===== config.mk =====
export PLATFORM = sky130hd
export DESIGN_NAME = nat_alu
export DESIGN_NICKNAME = d
export VERILOG_FILES = /design/src/rtl/nat_pkg.sv /design/src/rtl/nat_stack_if.sv /design/src/rtl/nat_alu.sv /design/src/rtl/nat_return_stack.sv
export VERILOG_INCLUDE_DIRS = /design/src /design/src/rtl
export SDC_FILE = /design/constraint.sdc
export NUM_CORES = 1
export LEC_CHECK = 0
export BUFFER_PORTS_ARGS = -buffer_cell sky130_fd_sc_hd__buf_2
export CELL_PAD_IN_SITES_DETAIL_PLACEMENT = 1
export CELL_PAD_IN_SITES_GLOBAL_PLACEMENT = 1
export CORE_MARGIN = 2
export CORE_UTILIZATION = 45
export CTS_BUF_LIST = sky130_fd_sc_hd__clkbuf_4
export DETAILED_ROUTE_END_ITERATION = 10
export PLACE_DENSITY = 0.95
export SLEW_MARGIN = 30
export SYNTH_ARGS = -nofsm -noshare
export SYNTH_HDL_FRONTEND = slang
export SYNTH_SLANG_ARGS = --single-unit

===== constraint.sdc =====
create_clock -name clk -period 6.25 [get_ports clk]
set_input_delay 0 -clock clk [delete_from_list [all_inputs] [get_ports clk]]
set_output_delay 0 -clock clk [all_outputs]
set_load 0.02 [all_outputs]

===== src/rtl/nat_defines.svh =====
/*
 Holds the named widths, reset values and arithmetic constants of the
 nibble ALU and table-read block.
 Assumes it is included by the package and the design files by its bare name.
*/
`ifndef NAT_DEFINES_SVH
`define NAT_DEFINES_SVH

// Datapath widths
`define NAT_NIB_W 4
`define NAT_X_W 2
`define NAT_ROM_W 8
`define NAT_PC_W 6
`define NAT_PAGE_W 4
`define NAT_BLOCK_W 2
`define NAT_STACK_DEPTH 3

// Constants used by the adders, and the zero reset values of A, Y and X
`define NAT_NIB_ZERO 4'h0
`define NAT_NIB_ONE 4'h1
`define NAT_NIB_MINUS1 4'hF
`define NAT_PC_ONE 6'h01
`define NAT_X_ZERO 2'h0

// Status flag value that increment A, XOR and table read leave behind, and its reset value
`define NAT_STATUS_SET 1'b1
`define NAT_STATUS_INIT 1'b1

`endif


===== src/rtl/nat_pkg.sv =====
/*
 Package of types for the nibble ALU and table-read block: operation
 codes, sequence states, return-stack frame and state records.
 Assumes nat_defines.svh is on the include path.
*/
`include "nat_defines.svh"

package nat_pkg;

   // Operations issued by the instruction sequencer
   typedef enum logic [3:0] {
      NAT_OP_ROM_TABLE_READ = 4'h0,
      NAT_OP_ADD_MEM_TO_ACC = 4'h1,
      NAT_OP_SUB_ACC_FROM_MEM = 4'h2,
      NAT_OP_INC_MEM_TO_ACC = 4'h3,
      NAT_OP_DEC_MEM_TO_ACC = 4'h4,
      NAT_OP_INC_ACC = 4'h5,
      NAT_OP_INC_INDEX = 4'h6,
      NAT_OP_DEC_ACC = 4'h7,
      NAT_OP_DEC_INDEX = 4'h8,
      NAT_OP_XOR_MEM_ACC = 4'h9,
      NAT_OP_NEGATE_ACC = 4'hA,
      NAT_OP_ACC_LE_MEM_COMPARE = 4'hB
   } nat_op_e;

   // Table-read sequence states, one-hot
   typedef enum logic [2:0] {
      NAT_SEQ_IDLE = 3'b001,
      NAT_SEQ_FETCH = 3'b010,
      NAT_SEQ_LOAD = 3'b100
   } nat_state_e;

   // One return-stack level: return address, page and block
   typedef struct packed {
      logic [`NAT_BLOCK_W-1:0] blockNum;
      logic [`NAT_PAGE_W-1:0] pageNum;
      logic [`NAT_PC_W-1:0] pc;
   } nat_frame_s;

   // Whole state of the return stack
   typedef struct packed {
      nat_frame_s [`NAT_STACK_DEPTH-1:0] lvl;
   } nat_stack_s;

   // Whole state of the datapath
   typedef struct packed {
      nat_state_e state;
      logic [`NAT_NIB_W-1:0] acc;
      logic [`NAT_NIB_W-1:0] idx;
      logic [`NAT_X_W-1:0] xReg;
      logic statusFlag;
      logic [`NAT_X_W+2*`NAT_NIB_W-1:0] romAddr;
      logic romRead;
      logic restoreValid;
      nat_frame_s restore;
   } nat_core_s;

endpackage


===== src/rtl/nat_stack_if.sv =====
/*
 Carrier between the datapath and its return stack: push and pop
 strobes, the frame pushed and the frame on top.
 Assumes both ends run on the same clock.
*/
`timescale 1ns/100ps
`default_nettype none

interface nat_stack_if;
   import nat_pkg::*;
   logic push; // Shift down, new frame on top
   logic pop; // Shift up, deepest level kept
   nat_frame_s pushFrame; // Frame to save
   nat_frame_s topFrame; // Level one

   // Datapath side
   modport ctrl (output push, output pop, output pushFrame, input topFrame);
   // Stack side
   modport store (input push, input pop, input pushFrame, output topFrame);
endinterface

`default_nettype wire


===== src/rtl/nat_alu.sv =====
/*
 Nibble ALU and ROM table-read datapath of a small microcontroller core.
 Holds accumulator, Y, X and status; reads RAM combinationally at {X,Y};
 reads program ROM with one cycle of latency. Driven by the instruction
 sequencer on the same clock, so no input is synchronised.
*/
// Function
// - Table read loads ROM byte into A,Y
// - Table read saves then restores PC, page, block
// - Add memory to A, carry to status
// - Memory minus A into A, no-borrow status
// - Memory plus one into A, carry status
// - Memory minus one into A, no-borrow status
// - Increment A, status always set
// - Increment Y, carry to status
// - Decrement A, no-borrow status
// - Decrement Y, no-borrow status
// - XOR memory into A, status set
// - Negate A, status set when zero
// - Compare A not above memory into status, A not written
// - RAM operand addressed by X page, Y word
`timescale 1ns/100ps
`default_nettype none
`include "nat_defines.svh"

module nat_alu (
   input wire logic clk,
   input wire logic reset,
   input wire logic opValid,
   input wire nat_pkg::nat_op_e opCode,
   output logic busy,
   input wire logic accLoad,
   input wire logic [`NAT_NIB_W-1:0] accLoadData,
   input wire logic idxLoad,
   input wire logic [`NAT_NIB_W-1:0] idxLoadData,
   input wire logic xLoad,
   input wire logic [`NAT_X_W-1:0] xLoadData,
   input wire logic [`NAT_PC_W-1:0] pcIn,
   input wire logic [`NAT_PAGE_W-1:0] currentPage,
   input wire logic [`NAT_BLOCK_W-1:0] currentBlock,
   output logic [`NAT_NIB_W-1:0] acc,
   output logic [`NAT_NIB_W-1:0] idx,
   output logic [`NAT_X_W-1:0] xReg,
   output logic statusFlag,
   output logic [`NAT_X_W+`NAT_NIB_W-1:0] ramAddr,
   input wire logic [`NAT_NIB_W-1:0] ramData,
   output logic [`NAT_X_W+2*`NAT_NIB_W-1:0] romAddr,
   output logic romRead,
   input wire logic [`NAT_ROM_W-1:0] romData,
   output logic restoreValid,
   output logic [`NAT_PC_W-1:0] restorePc,
   output logic [`NAT_PAGE_W-1:0] restorePage,
   output logic [`NAT_PAGE_W-1:0] restorePageBuffer,
   output logic [`NAT_BLOCK_W-1:0] restoreBlock
);
   import nat_pkg::*;

   nat_core_s q; // Registered datapath state
   nat_core_s d; // Next datapath state
   nat_stack_if stk (); // Link to the return stack

   logic [`NAT_NIB_W:0] sum; // Five-bit adder result, top bit is carry
   logic [`NAT_NIB_W-1:0] accInv; // One's complement of A

   // Return stack, kept in its own module
   nat_return_stack uStack (
      .clk(clk),
      .reset(reset),
      .stk(stk)
   );

   assign accInv = ~q.acc;

   // Next-state logic: load ports, ALU operations, table-read sequence
   always_comb begin
      d = q;
      sum = '0;
      d.romRead = 1'b0; // Pulses last one cycle
      d.restoreValid = 1'b0;
      stk.push = 1'b0;
      stk.pop = 1'b0;
      stk.pushFrame.pc = pcIn + `NAT_PC_ONE;
      stk.pushFrame.pageNum = currentPage;
      stk.pushFrame.blockNum = currentBlock;
      unique case (q.state)
         NAT_SEQ_IDLE: begin
            // Plain loads from the sequencer, only while idle
            if (accLoad) begin
               d.acc = accLoadData;
            end
            if (idxLoad) begin
               d.idx = idxLoadData;
            end
            if (xLoad) begin
               d.xReg = xLoadData;
            end
            if (opValid) begin
               unique case (opCode)
                  NAT_OP_ROM_TABLE_READ: begin
                     stk.push = 1'b1;
                     d.romAddr = {q.xReg, q.acc, q.idx};
                     d.romRead = 1'b1;
                     d.state = NAT_SEQ_FETCH;
                  end
                  NAT_OP_ADD_MEM_TO_ACC: begin
                     sum = {1'b0, ramData} + {1'b0, q.acc};
                     d.acc = sum[`NAT_NIB_W-1:0];
                     d.statusFlag = sum[`NAT_NIB_W];
                  end
                  NAT_OP_SUB_ACC_FROM_MEM: begin
                     // Two's-complement add; carry out means no borrow
                     sum = {1'b0, ramData} + {1'b0, accInv} + {1'b0, `NAT_NIB_ONE};
                     d.acc = sum[`NAT_NIB_W-1:0];
                     d.statusFlag = sum[`NAT_NIB_W];
                  end
                  NAT_OP_INC_MEM_TO_ACC: begin
                     sum = {1'b0, ramData} + {1'b0, `NAT_NIB_ONE};
                     d.acc = sum[`NAT_NIB_W-1:0];
                     d.statusFlag = sum[`NAT_NIB_W];
                  end
                  NAT_OP_DEC_MEM_TO_ACC: begin
                     sum = {1'b0, ramData} + {1'b0, `NAT_NIB_MINUS1};
                     d.acc = sum[`NAT_NIB_W-1:0];
                     d.statusFlag = sum[`NAT_NIB_W];
                  end
                  NAT_OP_INC_ACC: begin
                     sum = {1'b0, q.acc} + {1'b0, `NAT_NIB_ONE};
                     d.acc = sum[`NAT_NIB_W-1:0];
                     d.statusFlag = `NAT_STATUS_SET;
                  end
                  NAT_OP_INC_INDEX: begin
                     sum = {1'b0, q.idx} + {1'b0, `NAT_NIB_ONE};
                     d.idx = sum[`NAT_NIB_W-1:0];
                     d.statusFlag = sum[`NAT_NIB_W];
                  end
                  NAT_OP_DEC_ACC: begin
                     sum = {1'b0, q.acc} + {1'b0, `NAT_NIB_MINUS1};
                     d.acc = sum[`NAT_NIB_W-1:0];
                     d.statusFlag = sum[`NAT_NIB_W];
                  end
                  NAT_OP_DEC_INDEX: begin
                     sum = {1'b0, q.idx} + {1'b0, `NAT_NIB_MINUS1};
                     d.idx = sum[`NAT_NIB_W-1:0];
                     d.statusFlag = sum[`NAT_NIB_W];
                  end
                  NAT_OP_XOR_MEM_ACC: begin
                     d.acc = ramData ^ q.acc;
                     d.statusFlag = `NAT_STATUS_SET;
                  end
                  NAT_OP_NEGATE_ACC: begin
                     // Carry out of ~A+1 appears only when A is zero
                     sum = {1'b0, accInv} + {1'b0, `NAT_NIB_ONE};
                     d.acc = sum[`NAT_NIB_W-1:0];
                     d.statusFlag = sum[`NAT_NIB_W];
                  end
                  NAT_OP_ACC_LE_MEM_COMPARE: begin
                     // Same subtractor as the subtract, result dropped
                     sum = {1'b0, ramData} + {1'b0, accInv} + {1'b0, `NAT_NIB_ONE};
                     d.statusFlag = sum[`NAT_NIB_W];
                  end
                  default: begin
                     // Undefined code: nothing changes
                  end
               endcase
            end
         end
         NAT_SEQ_FETCH: begin
            // ROM answers one cycle after the read strobe
            d.state = NAT_SEQ_LOAD;
         end
         NAT_SEQ_LOAD: begin
            d.acc = romData[`NAT_ROM_W-1:`NAT_NIB_W];
            d.idx = romData[`NAT_NIB_W-1:0];
            d.statusFlag = `NAT_STATUS_SET;
            d.restore = stk.topFrame;
            d.restoreValid = 1'b1;
            stk.pop = 1'b1;
            d.state = NAT_SEQ_IDLE;
         end
      endcase
   end

   // State register; constants only under reset
   always_ff @(posedge clk or posedge reset) begin
      if (reset) begin
         q.state <= NAT_SEQ_IDLE;
         q.acc <= `NAT_NIB_ZERO;
         q.idx <= `NAT_NIB_ZERO;
         q.xReg <= `NAT_X_ZERO;
         q.statusFlag <= `NAT_STATUS_INIT;
         q.romAddr <= '0;
         q.romRead <= 1'b0;
         q.restoreValid <= 1'b0;
         q.restore <= '0;
      end else begin
         q <= d;
      end
   end

   // Outputs straight from the state record
   assign busy = (q.state != NAT_SEQ_IDLE); // Ops ignored while set
   assign acc = q.acc;
   assign idx = q.idx;
   assign xReg = q.xReg;
   assign statusFlag = q.statusFlag;
   assign ramAddr = {q.xReg, q.idx};
   assign romAddr = q.romAddr;
   assign romRead = q.romRead;
   assign restoreValid = q.restoreValid;
   assign restorePc = q.restore.pc;
   assign restorePage = q.restore.pageNum; // Page and page buffer alike
   assign restorePageBuffer = q.restore.pageNum;
   assign restoreBlock = q.restore.blockNum;

endmodule

`default_nettype wire


===== src/rtl/nat_return_stack.sv =====
/*
 Three-level return, page and block stack for the table-read sequence.
 Assumes push and pop never come in the same cycle; push wins if they do.
*/
`timescale 1ns/100ps
`default_nettype none
`include "nat_defines.svh"

module nat_return_stack (
   input wire logic clk,
   input wire logic reset,
   nat_stack_if.store stk
);
   import nat_pkg::*;

   nat_stack_s q; // Registered stack
   nat_stack_s d; // Next stack

   // Shift logic; the deepest level copies itself on a pop
   always_comb begin
      d = q;
      if (stk.push) begin
         for (int i = `NAT_STACK_DEPTH - 1; i > 0; i--) begin
            d.lvl[i] = q.lvl[i-1];
         end
         d.lvl[0] = stk.pushFrame;
      end else if (stk.pop) begin
         for (int i = 0; i < `NAT_STACK_DEPTH - 1; i++) begin
            d.lvl[i] = q.lvl[i+1];
         end
      end
   end

   // State register, cleared on reset
   always_ff @(posedge clk or posedge reset) begin
      if (reset) begin
         q <= '0;
      end else begin
         q <= d;
      end
   end

   assign stk.topFrame = q.lvl[0]; // Level one for the restore

endmodule

`default_nettype wire


==> impl_summary.log <==
[metrics] result of the run: finished clean
[metrics] fraction of synthesized area in multiplexers: 1.54%
[metrics] wire per inst: 17.6 um
[metrics] Post-Synthesis Mean Instance Area: 8.12 um2
[metrics] Filler Cells Inserted: 1257
[metrics] logic gate share of total power: 45.6%
[metrics] CP Data Required Time: 6.62 ns
[metrics] global route overflow: 0
[metrics] global-route total usage across every layer: 25.2%
[metrics] Multi-input gate area: 2280 um2
[metrics] critical path cell sequence: nor2_1 -> nand2_2 -> inv_2 -> nor3_1 -> nor3_2 -> dlygate4sd3_1
[metrics] area leader, netlist: dfrtp_1
[metrics] post-layout total power: 2.27 mW
[metrics] xor and xnor fraction of the mapped netlist area: 2.79%
[metrics] hold violation count in the final report: 0
[metrics] first-pass detailed-route iteration total: 4
[metrics] worst-case vdd ir drop: 0.000136 V
[metrics] total of endpoints with negative setup slack in the final report: 0
[metrics] # clock sinks: 74
[metrics] maximum fanout count along the critical path: 43
[metrics] kind of end point of the critical path: flop
[metrics] maximum number of pins on one net before global-route repair: 75
[metrics] Post-Synthesis Net Count: 640
[metrics] leading cell types in the layout, fill and taps excluded: 163 x nand2_1, 89 x buf_2, 72 x dfrtp_1
[metrics] switching component of the power: 1.01 mW
[metrics] final worst clock skew: 0.0118 ns
[metrics] Setup Fix Bufs, Post-CTS: 0
[metrics] switch share: 44.6%
[metrics] slowest CP cell: inv_2
[metrics] share of flip-flops with an asynchronous set or reset: 100%
[metrics] clock-pin slew reported for the worst setup and hold paths after clock tree synthesis: 0.12 ns
[metrics] share of the cycle needed by the critical path after routing: 47.0%
[metrics] Worst path max stage delay: 0.77 ns
[metrics] area of the core: 10200 um2
[metrics] Std-Cell Rows: 37
[metrics] Remaining DRCs: 0
[metrics] number of vias in the routed layout: 4321
[metrics] utilization after layout: 52.4%
[metrics] placed standard-cell area: 4840 um2
[metrics] Synth Flop Type: dfrtp_1
[metrics] cell leakage power: 2.67 nW
[metrics] complex-gate fraction of the synthesized area: 15.6%
[metrics] main combinational cell family by area after synthesis: simple AND/OR/NAND/NOR gates
[metrics] total routed wirelength: 13.7 mm
[metrics] Seq pwr share: 37.9%
[metrics] most common cell after layout, fill and taps aside: nand2_1
[metrics] antenna-violating nets left: 0
[metrics] CP arrival: 3.31 ns
[metrics] transition time at the pin with the least slew margin: 0.767 ns
[metrics] number of flops mapped to enable cells by yosys: 0
[metrics] timing-limited maximum frequency: 340 MHz
[metrics] number of inserted diodes: 0
[metrics] share of the synthesized area in the top cell type: 38.3%
[metrics] internal power summed over all cells: 1.26 mW
[metrics] post-synthesis sequential area ratio: 39.4%
[metrics] post-synthesis share of cell area spent on and, or, nand and nor gates: 23.7%
[metrics] min Tclk post-route: 2.94 ns
[metrics] overall die width: 106 um
[metrics] unique cell type count in the Yosys netlist: 62
[metrics] number of slew-limit violations in the final report: 0
[metrics] H-tree depth: 3
[metrics] fin area: 5360 um2
[metrics] Synth area leaders: dfrtp_1 38%, nand2_1 13%, buf_4 7.5%, ha_1 4.0%, nor2_1 3.5%
[metrics] clock buffer count from CTS: 9
[metrics] TritonCTS clock tree: built
[metrics] number of port buffers: 89
[metrics] proportion of layout cells with a drive suffix above 1: 20.0%
[metrics] YS warnings: 0
[metrics] flops & latches, synth: 74
[metrics] number of max-cap violations: 0
[metrics] Power Dens Cells: 424 nW/um2
[metrics] setup repair after global routing missed its margin: no
[metrics] via count of the first global-routing pass: 4494
[metrics] register cell area after layout: 1850 um2
[metrics] estimated wirelength of the detail-placed design: 9.48 mm
[metrics] count of buffer and inverter cells on the critical path: 2
[metrics] category of the critical setup timing path: reg -> reg
[metrics] total number of nets in the final design: 700
[metrics] Vias/cell: 5.54
[metrics] accumulated negative setup slack: 0 ns
[metrics] CTS root buf: clkbuf_4
[metrics] violation count after the first detailed-routing iteration: 183
[metrics] relative slew slack: 48.7%
[metrics] type of the most critical hold path: in -> reg
[metrics] initial antenna violation count: 0
[metrics] type of origin of the critical path: flop
[metrics] global-route wire length before repair: 22.5 mm
[metrics] relative contribution of the clock network to total power: 16.6%
[metrics] die area: 11300 um2
[metrics] adder-cell share of the synthesized area: 4.84%
[metrics] Initial Utilization: 45.9%
[metrics] family of cells with the greatest summed delay on the critical path: buffers and inverters
[metrics] number of I/O pins: 90
[metrics] worst-skew pair later-pin latency: 0.42 ns
[metrics] Synth Cell Area: 4700 um2
[metrics] clock buffer depth: 2
[metrics] height of the chip: 106 um
[metrics] Syn-to-layout area delta: 13.9%
[metrics] gpl congestion: 0.920
[metrics] post-synthesis cell count: 579
## what timing repair did
item                                    in CTS  in global routing
hold buffers                                33                  0
gates resized for setup                      0                  0
endpoints found under the hold margin       95                  0
endpoints found under the setup margin       0                  0
## cell type report
| type | instances | share of cell area [%] |
|---|---|---|
| Clock buffer | 10 | 1.40 |
| Clock inverter | 6 | 1.96 |
| Inverter | 21 | 1.47 |
| Multi-Input combinational cell | 409 | 42.5 |
| Sequential cell | 74 | 34.6 |
| Tap cell | 136 | 3.18 |
| Timing Repair Buffer | 124 | 14.8 |
## state kept, by name, summed over array words and instances, names as in the netlist
name	flops
romRead	1
q	3
restorePage	4
statusFlag	1
acc	4
xReg	2
romAddr	10
uStack.q	24
idx	4
uStack.stk.topFrame	12
restoreValid	1
restoreBlock	2
restorePc	6
## worst reg2reg max path: cells and delay by family, from the launching register on
kind / cells / cell delay, ns
buffers and inverters: 2 / 1.33
flip-flops: 1 / 0.49
AND/OR/NAND/NOR: 4 / 1.07
## cell families (layout without fill, tap and decap cells)
logic type	after synthesis	in the layout
adders and majority gates	17	17
AOI/OAI and AO/OA	113	113
xor gates and xnor gates	15	15
buffers and inverters	96	161
and+or+nand+nor	257	257
muxes	7	7
DFF	74	74
## power groups by stage
| stage | clock (mW) | combinational [mW] | sequential (mW) |
|---|---|---|---|
| after floorplan | 0 | 0.876 | 0.786 |
| after global placement | 0 | 0.933 | 0.843 |
| after detailed placement | 0 | 0.978 | 0.863 |
| after CTS | 0.382 | 1.04 | 0.855 |
| after global routing | 0.401 | 1.14 | 0.885 |
| final | 0.376 | 1.03 | 0.861 |
## layer usage
metal | vias to the layer above | global-route usage (%) | part of all wire (%)
li1 | 2026 | - | -
met1 | 2155 | 31.2 | 42
met2 | 113 | 44.1 | 52
met5 | - | 0 | 0
met4 | 0 | 11.1 | 2.4
met3 | 27 | 3.07 | 3.6
## final timing paths
path | startpoint | endpoint | slack [ns] | cells past startpoint
setup / recovery | q[36] | idx[3] | 3.31 | 6
hold / removal | idxLoadData[0] | idx[0] | 0.05 | 5
setup reg to reg | q[36] | idx[3] | 3.31 | 6
hold reg to reg | uStack.q[30] | uStack.q[30] | 0.49 | 2
max in group asynchronous | reset | acc[3] | 5.51 | 4
min in group asynchronous | reset | restoreValid | 0.28 | 4
## cell usage after synthesis (3+ instances only)
master    number
xnor2_1        9
and3_1         5
o22ai_1        4
a21oi_1       18
a211oi_1       6
a22oi_1        5
o21ai_1        6
nor2b_1        4
o211ai_1       4
nor2_1        44
clkbuf_1      12
ha_1          15
nand2b_1       4
mux2i_1        5
a41oi_1        3
o21ai_0       21
a31oi_1       22
inv_2          5
dfrtp_1       72
xor2_1         6
nand2_1      163
and2_1         3
o21a_1         3
nor3_1        11
buf_4         47
buf_2         13
inv_1         16
nand3_1        7
## metrics by stage
| stage | setup slack, ns | hold WS [ns] | std cells |
|---|---|---|---|
| after CTS | 3.29 | 0.0194 | 780 |
| after global routing | 3.07 | 0.120 | 780 |
| after detailed placement | 3.68 | 0.223 | 731 |
| after global placement | 3.85 | 0.219 | 731 |
| final | 3.31 | 0.0466 | 780 |
| after floorplan | 4.17 | 0.0825 | 579 |
(Power assumes the default switching activity.)
